### src/rtl/sag_pkg.sv
// Purpose: shared types and constants for the store address generation block
// Assumes: 32-bit byte addresses, 8 data, 8 pointer and 4 index/modify/length/base registers
// Notes: no registers are reachable by software; the core drives the request port
package sag_pkg;

    // ------------------------------------------------------------
    // store kinds and addressing modes
    // ------------------------------------------------------------
    typedef enum logic [1:0] {
        SAG_WORD,
        SAG_HALF_HI,
        SAG_HALF_LO
    } sag_kind_t;

    typedef enum logic [2:0] {
        SAG_INDIRECT,
        SAG_POST_INC,
        SAG_POST_DEC,
        SAG_SHORT_OFS,
        SAG_LONG_OFS,
        SAG_FRAME_REL,
        SAG_INDEX_INC
    } sag_mode_t;

    // ------------------------------------------------------------
    // register indices and widths
    // ------------------------------------------------------------
    localparam logic [2:0] STACK_POINTER_IDX = 3'h6;
    localparam logic [2:0] FRAME_POINTER_IDX = 3'h7;
    localparam logic [31:0] WORD_STEP = 32'h0000_0004;
    localparam logic [31:0] HALF_STEP = 32'h0000_0002;
    localparam int SHORT_WORD_OFS_W = 6;
    localparam int FRAME_WORD_OFS_W = 7;
    localparam int LONG_WORD_OFS_W = 18;
    localparam int SHORT_HALF_OFS_W = 5;
    localparam int LONG_HALF_OFS_W = 17;
    localparam logic [3:0] LANE_WORD = 4'hF;
    localparam logic [3:0] LANE_HALF_LO = 4'h3;
    localparam logic [3:0] LANE_HALF_HI = 4'hC;

    // ------------------------------------------------------------
    // request and memory carriers
    // ------------------------------------------------------------
    typedef struct packed {
        sag_kind_t kind;
        sag_mode_t mode;
        logic useIndex;      // base is an index register, not a pointer
        logic srcIsPointer;  // word store of a pointer register
        logic wide;          // 32-bit encoding
        logic parallel;      // issued within a parallel group
        logic [2:0] basePtr;
        logic [2:0] incPtr;
        logic [1:0] idx;
        logic [1:0] modIdx;
        logic [2:0] srcReg;
        logic [17:0] imm;    // byte offset, signed for long forms
        logic subtract;      // long form subtracts its offset
    } sag_req_t;

    typedef struct packed {
        logic [31:0] addr;
        logic [31:0] wdata;
        logic [3:0] lanes;
    } sag_mem_t;

endpackage : sag_pkg

### src/rtl/sag_store_unit.sv
// Purpose: store execution path: address forming, alignment, lane select, pointer update
// Assumes: one request per cycle, the register files live here and are loaded via writes
// Notes: the pointer update happens on the accept edge; the memory write is registered there and lands in memory one edge later
//
// Overview of operation
// RQ1: word post-increment/decrement writes current address, then steps pointer by four.
// RQ2: word short form adds unsigned six-bit multiple-of-four offset.
// RQ3: word long form adds or subtracts signed eighteen-bit word offset.
// RQ4: frame-relative word store subtracts seven-bit multiple-of-four offset.
// RQ5: any pointer, frame and stack pointer included, serves as base.
// RQ6: index-increment mode stores, then adds the increment register to pointer.
// RQ7: software must name distinct pointers for address and increment.
// RQ8: short-encoded stores may share a parallel issue group.
// RQ9: long-encoded stores issued in a parallel group are refused.
// RQ10: high half store writes data bits 31 to 16.
// RQ11: low half store writes data bits 15 to 0.
// RQ12: half stores take base from index or pointer register.
// RQ13: odd half-word address raises misaligned exception.
// RQ14: high half post-step exists only on index registers, by two.
// RQ15: low half post-increment/decrement steps pointer by two.
// RQ16: low half short form adds even offset from zero to thirty.
// RQ17: low half long form adds or subtracts signed seventeen-bit even offset.
// RQ18: index updates wrap circularly when length nonzero.
// RQ19: index, length and base registers are not reset.
// RQ20: word store writes all thirty-two bits of data or pointer.
// RQ21: word address not a multiple of four raises misaligned exception.
// RQ22: misaligned store neither writes memory nor updates its pointer.
// RQ23: stores leave status flags untouched, in any privilege mode.
`timescale 1ns/1ns
module sag_store_unit (
    // clock and reset
    input wire logic clk,
    input wire logic rst_b,
    // store request
    input wire logic reqValid,
    input wire sag_pkg::sag_req_t req,
    output logic reqReady,
    // register file loads
    input wire logic dataWe,
    input wire logic [2:0] dataSel,
    input wire logic [31:0] dataVal,
    input wire logic ptrWe,
    input wire logic [2:0] ptrSel,
    input wire logic [31:0] ptrVal,
    input wire logic dagWe,
    input wire logic [1:0] dagFile,
    input wire logic [1:0] dagSel,
    input wire logic [31:0] dagVal,
    // data memory port
    output logic memWrite,
    output sag_pkg::sag_mem_t mem,
    // exceptions
    output logic misaligned,
    output logic illegalIssue,
    // status flags pass through untouched
    input wire logic [31:0] flagsIn,
    output logic [31:0] flagsOut
);
    // ------------------------------------------------------------
    // reset synchroniser
    // ------------------------------------------------------------
    logic rstMeta;
    logic rstSync;
    always_ff @(posedge clk or negedge rst_b) begin
        if (!rst_b) begin
            rstMeta <= 1'b0;
            rstSync <= 1'b0;
        end else begin
            rstMeta <= 1'b1;
            rstSync <= rstMeta;
        end
    end

    // ------------------------------------------------------------
    // register files
    // ------------------------------------------------------------
    logic [31:0] dataReg [8];
    logic [31:0] ptrReg [8];
    logic [31:0] indexReg [4];
    logic [31:0] modReg [4];
    logic [31:0] lenReg [4];
    logic [31:0] baseReg [4];

    // ------------------------------------------------------------
    // helpers
    // ------------------------------------------------------------
    function automatic logic [31:0] zext(input logic [17:0] v, input int w);
        logic [31:0] r;
        r = 32'h0000_0000;
        for (int i = 0; i < 18; i++) begin
            if (i < w) begin
                r[i] = v[i];
            end
        end
        return r;
    endfunction : zext

    function automatic logic [31:0] sext(input logic [17:0] v, input int w);
        logic [31:0] r;
        r = zext(v, w);
        for (int i = 0; i < 32; i++) begin
            if (i >= w) begin
                r[i] = v[w-1];
            end
        end
        return r;
    endfunction : sext

    // ------------------------------------------------------------
    // address forming
    // ------------------------------------------------------------
    logic [31:0] baseVal;
    logic [31:0] ofs;
    logic [31:0] effAddr;
    logic [31:0] step;
    logic updPtr;
    logic updIdx;
    logic aligned;
    logic refused;
    logic go;
    logic [31:0] wrapped;

    always_comb begin
        baseVal = req.useIndex ? indexReg[req.idx] : ptrReg[req.basePtr]; // see RQ5, RQ12
        if (req.mode == sag_pkg::SAG_FRAME_REL) begin
            baseVal = ptrReg[sag_pkg::FRAME_POINTER_IDX];
        end
        ofs = 32'h0000_0000;
        unique case (req.mode)
            sag_pkg::SAG_SHORT_OFS: begin
                if (req.kind == sag_pkg::SAG_WORD) begin
                    ofs = zext(req.imm, sag_pkg::SHORT_WORD_OFS_W); // see RQ2
                end else begin
                    ofs = zext(req.imm, sag_pkg::SHORT_HALF_OFS_W); // see RQ16
                end
            end
            sag_pkg::SAG_LONG_OFS: begin
                if (req.kind == sag_pkg::SAG_WORD) begin
                    ofs = sext(req.imm, sag_pkg::LONG_WORD_OFS_W); // see RQ3
                end else begin
                    ofs = sext(req.imm, sag_pkg::LONG_HALF_OFS_W); // see RQ17
                end
                if (req.subtract) begin
                    ofs = 32'h0000_0000 - ofs;
                end
            end
            sag_pkg::SAG_FRAME_REL: begin
                ofs = 32'h0000_0000 - zext(req.imm, sag_pkg::FRAME_WORD_OFS_W); // see RQ4
            end
            sag_pkg::SAG_INDIRECT, sag_pkg::SAG_POST_INC, sag_pkg::SAG_POST_DEC,
            sag_pkg::SAG_INDEX_INC: begin
                ofs = 32'h0000_0000;
            end
            default: begin
                ofs = 32'h0000_0000;
            end
        endcase
        effAddr = baseVal + ofs; // post-modify forms use the current pointer, see RQ1
    end

    always_comb begin
        if (req.kind == sag_pkg::SAG_WORD) begin
            aligned = (effAddr[1:0] == 2'b00); // see RQ21
        end else begin
            aligned = (effAddr[0] == 1'b0); // see RQ13
        end
        // long encodings may not sit in a parallel group; short ones may
        refused = req.wide && req.parallel; // see RQ9, RQ8
    end

    always_comb begin
        step = 32'h0000_0000;
        updPtr = 1'b0;
        updIdx = 1'b0;
        unique case (req.mode)
            sag_pkg::SAG_POST_INC, sag_pkg::SAG_POST_DEC: begin
                step = (req.kind == sag_pkg::SAG_WORD) ? sag_pkg::WORD_STEP
                                                       : sag_pkg::HALF_STEP; // see RQ1, RQ15
                if (req.mode == sag_pkg::SAG_POST_DEC) begin
                    step = 32'h0000_0000 - step;
                end
                // high half post-step is index-only, see RQ14
                updIdx = req.useIndex;
                updPtr = !req.useIndex && (req.kind != sag_pkg::SAG_HALF_HI);
            end
            sag_pkg::SAG_INDEX_INC: begin
                step = req.useIndex ? modReg[req.modIdx] : ptrReg[req.incPtr]; // see RQ6
                updIdx = req.useIndex;
                updPtr = !req.useIndex;
            end
            sag_pkg::SAG_INDIRECT, sag_pkg::SAG_SHORT_OFS, sag_pkg::SAG_LONG_OFS,
            sag_pkg::SAG_FRAME_REL: begin
                step = 32'h0000_0000;
            end
            default: begin
                step = 32'h0000_0000;
            end
        endcase
    end

    sag_circ_wrap u_wrap (
        .index(indexReg[req.idx]),
        .base(baseReg[req.idx]),
        .length(lenReg[req.idx]),
        .step(step),
        .nextIndex(wrapped)
    );

    assign reqReady = rstSync;
    assign go = reqValid && reqReady && aligned && !refused; // see RQ22

    // ------------------------------------------------------------
    // register file updates (no reset on dag registers)
    // ------------------------------------------------------------
    always_ff @(posedge clk) begin
        if (dataWe) begin
            dataReg[dataSel] <= dataVal;
        end
    end

    always_ff @(posedge clk) begin
        if (ptrWe) begin
            ptrReg[ptrSel] <= ptrVal;
        end
        if (go && updPtr) begin
            ptrReg[req.basePtr] <= ptrReg[req.basePtr] + step; // see RQ1, RQ6, RQ15
        end
    end

    // index, length and base are left uninitialised by reset, see RQ19
    always_ff @(posedge clk) begin
        if (dagWe && dagFile == 2'h0) begin
            indexReg[dagSel] <= dagVal;
        end
        if (go && updIdx) begin
            indexReg[req.idx] <= wrapped; // see RQ18
        end
        if (dagWe && dagFile == 2'h1) begin
            modReg[dagSel] <= dagVal;
        end
        if (dagWe && dagFile == 2'h2) begin
            lenReg[dagSel] <= dagVal;
        end
        if (dagWe && dagFile == 2'h3) begin
            baseReg[dagSel] <= dagVal;
        end
    end

    // ------------------------------------------------------------
    // memory port and exceptions
    // ------------------------------------------------------------
    always_ff @(posedge clk or negedge rstSync) begin
        if (!rstSync) begin
            memWrite <= 1'b0;
            mem <= '0;
            misaligned <= 1'b0;
            illegalIssue <= 1'b0;
        end else begin
            memWrite <= go;
            misaligned <= reqValid && reqReady && !refused && !aligned;
            illegalIssue <= reqValid && reqReady && refused;
            if (go) begin
                mem.addr <= effAddr;
                unique case (req.kind)
                    sag_pkg::SAG_WORD: begin
                        mem.wdata <= req.srcIsPointer ? ptrReg[req.srcReg]
                                                      : dataReg[req.srcReg]; // see RQ20
                        mem.lanes <= sag_pkg::LANE_WORD;
                    end
                    sag_pkg::SAG_HALF_HI: begin
                        mem.wdata <= {dataReg[req.srcReg][31:16],
                                      dataReg[req.srcReg][31:16]}; // see RQ10
                        mem.lanes <= effAddr[1] ? sag_pkg::LANE_HALF_HI
                                                : sag_pkg::LANE_HALF_LO;
                    end
                    sag_pkg::SAG_HALF_LO: begin
                        mem.wdata <= {dataReg[req.srcReg][15:0],
                                      dataReg[req.srcReg][15:0]}; // see RQ11
                        mem.lanes <= effAddr[1] ? sag_pkg::LANE_HALF_HI
                                                : sag_pkg::LANE_HALF_LO;
                    end
                    default: begin
                        mem.lanes <= 4'h0;
                    end
                endcase
            end
        end
    end

    // stores never touch arithmetic flags, see RQ23
    assign flagsOut = flagsIn;

    // ------------------------------------------------------------
    // assertions
    // ------------------------------------------------------------
    property p_word_align;
        @(posedge clk) disable iff (!rstSync)
        memWrite && mem.lanes == sag_pkg::LANE_WORD |-> mem.addr[1:0] == 2'b00;
    endproperty
    a_word_align: assert property (p_word_align) else $error("word write unaligned"); // see RQ21

    property p_half_align;
        @(posedge clk) disable iff (!rstSync)
        memWrite && mem.lanes != sag_pkg::LANE_WORD |-> !mem.addr[0];
    endproperty
    a_half_align: assert property (p_half_align) else $error("half write odd"); // see RQ13

    property p_no_write_on_fault;
        @(posedge clk) disable iff (!rstSync)
        reqValid && !aligned && !refused && !ptrWe
        |=> misaligned && !memWrite && ptrReg[$past(req.basePtr)] == $past(ptrReg[req.basePtr]);
    endproperty
    a_no_write_on_fault: assert property (p_no_write_on_fault) else $error("faulted write"); // see RQ22

    property p_wide_refused;
        @(posedge clk) disable iff (!rstSync)
        reqValid && req.wide && req.parallel |=> illegalIssue && !memWrite;
    endproperty
    a_wide_refused: assert property (p_wide_refused) else $error("wide parallel taken"); // see RQ9

    property p_post_inc_word;
        @(posedge clk) disable iff (!rstSync)
        go && req.kind == sag_pkg::SAG_WORD && req.mode == sag_pkg::SAG_POST_INC
            && !req.useIndex && !ptrWe
        |=> ptrReg[$past(req.basePtr)] == $past(effAddr) + sag_pkg::WORD_STEP
            && mem.addr == $past(effAddr);
    endproperty
    a_post_inc_word: assert property (p_post_inc_word) else $error("word post-inc wrong"); // see RQ1

    property p_half_post_dec;
        @(posedge clk) disable iff (!rstSync)
        go && req.kind == sag_pkg::SAG_HALF_LO && req.mode == sag_pkg::SAG_POST_DEC
            && !req.useIndex && !ptrWe
        |=> ptrReg[$past(req.basePtr)] == $past(effAddr) - sag_pkg::HALF_STEP;
    endproperty
    a_half_post_dec: assert property (p_half_post_dec) else $error("half post-dec wrong"); // see RQ15

    property p_hi_lane;
        @(posedge clk) disable iff (!rstSync)
        go && req.kind == sag_pkg::SAG_HALF_HI
        |=> mem.wdata[15:0] == $past(dataReg[req.srcReg][31:16]);
    endproperty
    a_hi_lane: assert property (p_hi_lane) else $error("high half data wrong"); // see RQ10

    property p_frame_rel;
        @(posedge clk) disable iff (!rstSync)
        go && req.mode == sag_pkg::SAG_FRAME_REL
        |=> mem.addr == $past(ptrReg[sag_pkg::FRAME_POINTER_IDX])
            - {25'h0, $past(req.imm[6:0])};
    endproperty
    a_frame_rel: assert property (p_frame_rel) else $error("frame address wrong"); // see RQ4

    property p_linear_idx;
        @(posedge clk) disable iff (!rstSync)
        go && updIdx && lenReg[req.idx] == 32'h0000_0000 && !dagWe
        |=> indexReg[$past(req.idx)] == $past(indexReg[req.idx]) + $past(step);
    endproperty
    a_linear_idx: assert property (p_linear_idx) else $error("linear index wrong"); // see RQ18

    c_word_post: cover property (@(posedge clk) disable iff (!rstSync)
        go && req.mode == sag_pkg::SAG_POST_INC);
    c_misalign: cover property (@(posedge clk) disable iff (!rstSync) misaligned);
    c_wrap: cover property (@(posedge clk) disable iff (!rstSync)
        go && updIdx && wrapped != indexReg[req.idx] + step);
    c_index_inc: cover property (@(posedge clk) disable iff (!rstSync)
        go && req.mode == sag_pkg::SAG_INDEX_INC);

endmodule : sag_store_unit

### src/rtl/sag_circ_wrap.sv
// Purpose: circular-buffer wrap of an updated index register
// Assumes: length of zero means plain linear update
// Notes: handles one wrap per update, steps larger than the length are not folded
`timescale 1ns/1ns
module sag_circ_wrap (
    // current state of the buffer
    input wire logic [31:0] index,
    input wire logic [31:0] base,
    input wire logic [31:0] length,
    // signed step to apply
    input wire logic [31:0] step,
    // wrapped result
    output logic [31:0] nextIndex
);
    logic [31:0] linear;
    logic [31:0] top;
    always_comb begin
        linear = index + step;
        top = base + length;
        nextIndex = linear;
        if (length != 32'h0000_0000) begin
            if (step[31] && (linear < base || linear > index)) begin
                nextIndex = linear + length;
            end else if (!step[31] && linear >= top) begin
                nextIndex = linear - length;
            end
        end
    end
endmodule : sag_circ_wrap

### config.mk
export PLATFORM = sky130hd
export DESIGN_NAME = sag_store_unit
export DESIGN_NICKNAME = d
export VERILOG_FILES = /design/src/rtl/sag_pkg.sv /design/src/rtl/sag_store_unit.sv /design/src/rtl/sag_circ_wrap.sv
export SDC_FILE = /design/constraint.sdc
export NUM_CORES = 2
export LEC_CHECK = 0
export BUFFER_PORTS_ARGS = -buffer_cell sky130_fd_sc_hd__buf_2
export CAP_MARGIN = 20
export CORE_MARGIN = 3
export CORE_UTILIZATION = 35
export DETAILED_ROUTE_END_ITERATION = 16
export PLACE_DENSITY = 0.49
export SLEW_MARGIN = 20
export SYNTH_ARGS = -nofsm -noshare
export SYNTH_HDL_FRONTEND = slang
export SYNTH_SLANG_ARGS = --single-unit
### constraint.sdc
create_clock -name clk -period 2.6 [get_ports clk]
set_input_delay 0.39 -clock clk [delete_from_list [all_inputs] [get_ports clk]]
set_output_delay 0.39 -clock clk [all_outputs]
set_load 0.1 [all_outputs]
==> results.sh <==
export IMPL_rsz0062_at_grt="yes"
export IMPL_synth_seq_area_share_pct=51.64
export IMPL_path_max_fanout=7
export IMPL_cts_sinks=1095
export IMPL_yosys_top_cells_count="1024 x edfxtp_1, 562 x nand2_1, 441 x o21ai_0"
export IMPL_synth_compound_area_share_pct=13.71
export IMPL_fillCellCount=15940
export IMPL_drt_wl_total_mm=229.7
export IMPL_place_area_um2=79070
export IMPL_cp_required_ps=3120
export IMPL_yosysMostFrequentCell="edfxtp_1"
export IMPL_fp_dieH_um=430.2
export IMPL_yosys_most_used_dff="edfxtp_1"
export IMPL_dp_cells=8869
export IMPL_final_cells=9324
export IMPL_worst_pin_slew_ps=983.6
export IMPL_ys_ff_latch=1095
export IMPL_internal_power_uw=39280
export IMPL_synth_area_um2=62990
export IMPL_synthXorXnorAreaFrac_pct=2.058
export IMPL_initial_core_util_pct=35.27
export IMPL_cp_end_kind="flip-flop"
export IMPL_grt_pass1_vias=50890
export IMPL_maxSlewHeadroom_pct=34.12
export IMPL_fin_util_pct=48.72
export IMPL_worstSkewPairLatency_ps=840
export IMPL_cap_violations=0
export IMPL_crit_type="reg -> reg"
export IMPL_tritoncts="yes"
export IMPL_core_region_area_um2=178600
export IMPL_cts_root_buffer="clkbuf_16"
export IMPL_synthMuxAreaShare_pct=14.68
export IMPL_antenna_left=0
export IMPL_p_sw_share_pct=35.06
export IMPL_io_buffer_count=224
export IMPL_num_vias=50310
export IMPL_cp_slowest_cell="mux4_2"
export IMPL_drive_gt1_share_pct=40.71
export IMPL_detail_route_iter0_violations=4292
export IMPL_antenna_found_initial=12
export IMPL_synth_edf_count=1024
export IMPL_clk_pin_slew_worst_paths_ps=60
export IMPL_cts_buffer_depth=3
export IMPL_avgSynthCellArea_um2=12.27
export IMPL_post_dp_hpwl_mm=173.3
export IMPL_cts_htree_levels=3
export IMPL_worstSetupStartpoint="ptrReg[6][15]"
export IMPL_cp_data_arrival_time_ps=7650
export IMPL_die_w_um=430.2
export IMPL_p_sw_uw=21210
export IMPL_min_from="dagVal[9]"
export IMPL_tns_ps=-2195360
export IMPL_setup_viol=836
export IMPL_num_rows=155
export IMPL_pwr_share_clk_pct=29.5
export IMPL_first_pass_iters=6
export IMPL_grt_overflow_total=0
export IMPL_ys_types=115
export IMPL_yosys_area_top_type_share_pct=48.82
export IMPL_drt_vias_per_instance=5.395
export IMPL_final_hold_viol_count=0
export IMPL_finalPower_uw=60480
export IMPL_ys_warn_count=0
export IMPL_ir_worst_vdd_uv=609.1
export IMPL_synthCells=5135
export IMPL_p_seq_share_pct=33.9
export IMPL_numCtsBuffers=121
export IMPL_wl_per_cell_um=24.64
export IMPL_grt_pass1_wl_mm=337.1
export IMPL_reg2reg_from="ptrReg[6][15]"
export IMPL_synthSimpleGateAreaFrac_pct=8.652
export IMPL_max_freq_ghz=0.1401
export IMPL_status="complete, but fails checks"
export IMPL_timing_final_crit_share_pct=274.5
export IMPL_gp_congestion=0.9311
export IMPL_drv_slew=0
export IMPL_multiInputGateArea_um2=30770
export IMPL_seq_area_um2=32530
export IMPL_synth_fa_ha_area_share_pct=5.691
export IMPL_setup_slack_ps=-4536
export IMPL_fin_crit_ps=7136
export IMPL_final_area_um2=87030
export IMPL_synth_top_area_cell="edfxtp_1"
export IMPL_globalRouteTotalUtil_pct=24.45
export IMPL_critPathMaxStageDelay_ps=510
export IMPL_die_area_um2=185100
export IMPL_hold_path_class="in -> reg"
export IMPL_violations="setup timing"
export IMPL_async_flop_share_pct=6.484
export IMPL_pwr_density_cell_nw_per_um2=695.0
export IMPL_syn2layout_area_growth_pct=38.16
export IMPL_synth_area_leaders="edfxtp_1 49%, mux4_2 11%, ha_1 5.5%"
export IMPL_combPwrFrac_pct=36.6
export IMPL_drc=0
export IMPL_grt_max_degree=65
export IMPL_cp_start_kind="flip-flop"
export IMPL_io_pins=289
export IMPL_p_leak_uw=0.03518
export IMPL_fin_skew_ps=90.12
export IMPL_synth_top_family_by_area="multiplexers"
export IMPL_fin_nets=7326
export IMPL_synthesis_nets=5602
[flip-flops by register name (all words and copies together) (netlist names)]
| name | cells |
|---|---|
| ptrReg | 256 |
| rstMeta | 1 |
| modReg | 128 |
| dataReg | 256 |
| misaligned | 1 |
| memWrite | 1 |
| reqReady | 1 |
| lenReg | 128 |
| indexReg | 128 |
| baseReg | 128 |
| mem | 66 |
| illegalIssue | 1 |
[routing by layer]
metal	wire (µm)	vias up	track usage, %
li1	-	23300	-
met2	109800	1490	40.53
met3	11720	352	2.694
met5	0	-	0
met1	98930	25170	33.07
met4	9325	0	9.179
[logic make-up (layout without fill, tap and decap cells)]
family / Yosys count / in the layout
AOI/OAI and AO/OA: 1356 / 1356
xor gates and xnor gates: 145 / 145
adders and majority gates: 283 / 283
buffers and inverters: 530 / 2356
DFF: 1095 / 1095
muxes: 515 / 515
other: 1 / 9
and+or+nand+nor: 1210 / 1210
[critical path: cells and delay by family, from the launching register on]
family	cells	cell delay [ps]
multiplexers	3	970
AO/OA/AOI/OAI	11	2590
buffers and inverters	4	550
adder cells (fa/ha/maj)	2	630
XOR/XNOR	1	200
AND/OR/NAND/NOR	8	1420
flip-flops	1	420
[power by group through the flow]
stage | Clock (µW) | Sequential (µW) | Combinational, µW
finish | 17800 | 20500 | 22200
global route | 18900 | 20600 | 23600
CTS | 18200 | 20500 | 21100
detailed placement | 0 | 20900 | 19600
global placement | 0 | 20900 | 19500
floorplan | 0 | 23900 | 8510
[layout make-up]
type                            count  share of cell area, %
Sequential cell                  1095                  37.38
Inverter                          181                 0.7821
Timing Repair Buffer             1950                  18.34
Antenna cell                        8                0.02300
Clock buffer                      149                  3.634
Tap cell                         2355                  3.386
Multi-Input combinational cell   3510                  35.36
Clock inverter                     76                  1.100
[final timing paths]
path	endpoint	slack, ps	cells after the start
worst min register to register	reqReady	340	0
max in group asynchronous	mem[16]	1190	2
min in group asynchronous	mem[64]	410	1
worst max register to register	indexReg[2][23]	-4540	29
worst max-delay path	indexReg[2][23]	-4540	29
worst min-delay path	lenReg[1][9]	60	1
[metrics by stage]
stage | setup WS [ps] | hold slack [ps]
5_1_grt | -4738 | 46.23
4_1_cts | -4415 | 0.5553
2_1_floorplan | -4335 | 94.41
3_5_place_dp | -5445 | 181.4
3_3_place_gp | -5336 | 180.6
6_report | -4536 | 57.11
[what timing repair did]
| action | 4_1_cts | 5_1_grt |
|---|---|---|
| hold buffers | 88 | 0 |
| resized for setup | 224 | 195 |
| setup buffers | 100 | 33 |
| endpoints found under the hold margin | 619 | 0 |
| pin swaps | 95 | 98 |
| gates cloned | 2 | 2 |
| setup endpoints to repair | 837 | 837 |
[placed cells by master (no fill, tap or decap), types with 118 or more instances in the layout]
cell type  synthesis  routed
a21oi_1          281     243
buf_4             37    1490
mux4_2           317     317
nand2_1          562     539
o21ai_0          441     267
nor2_1           270     236
buf_12             0     118
o21ai_1           40     175
ha_1             276     263
clkbuf_16          0     123
edfxtp_1        1024    1024
buf_2             14     218
inv_1            177     173
(Power assumes the default switching activity.)
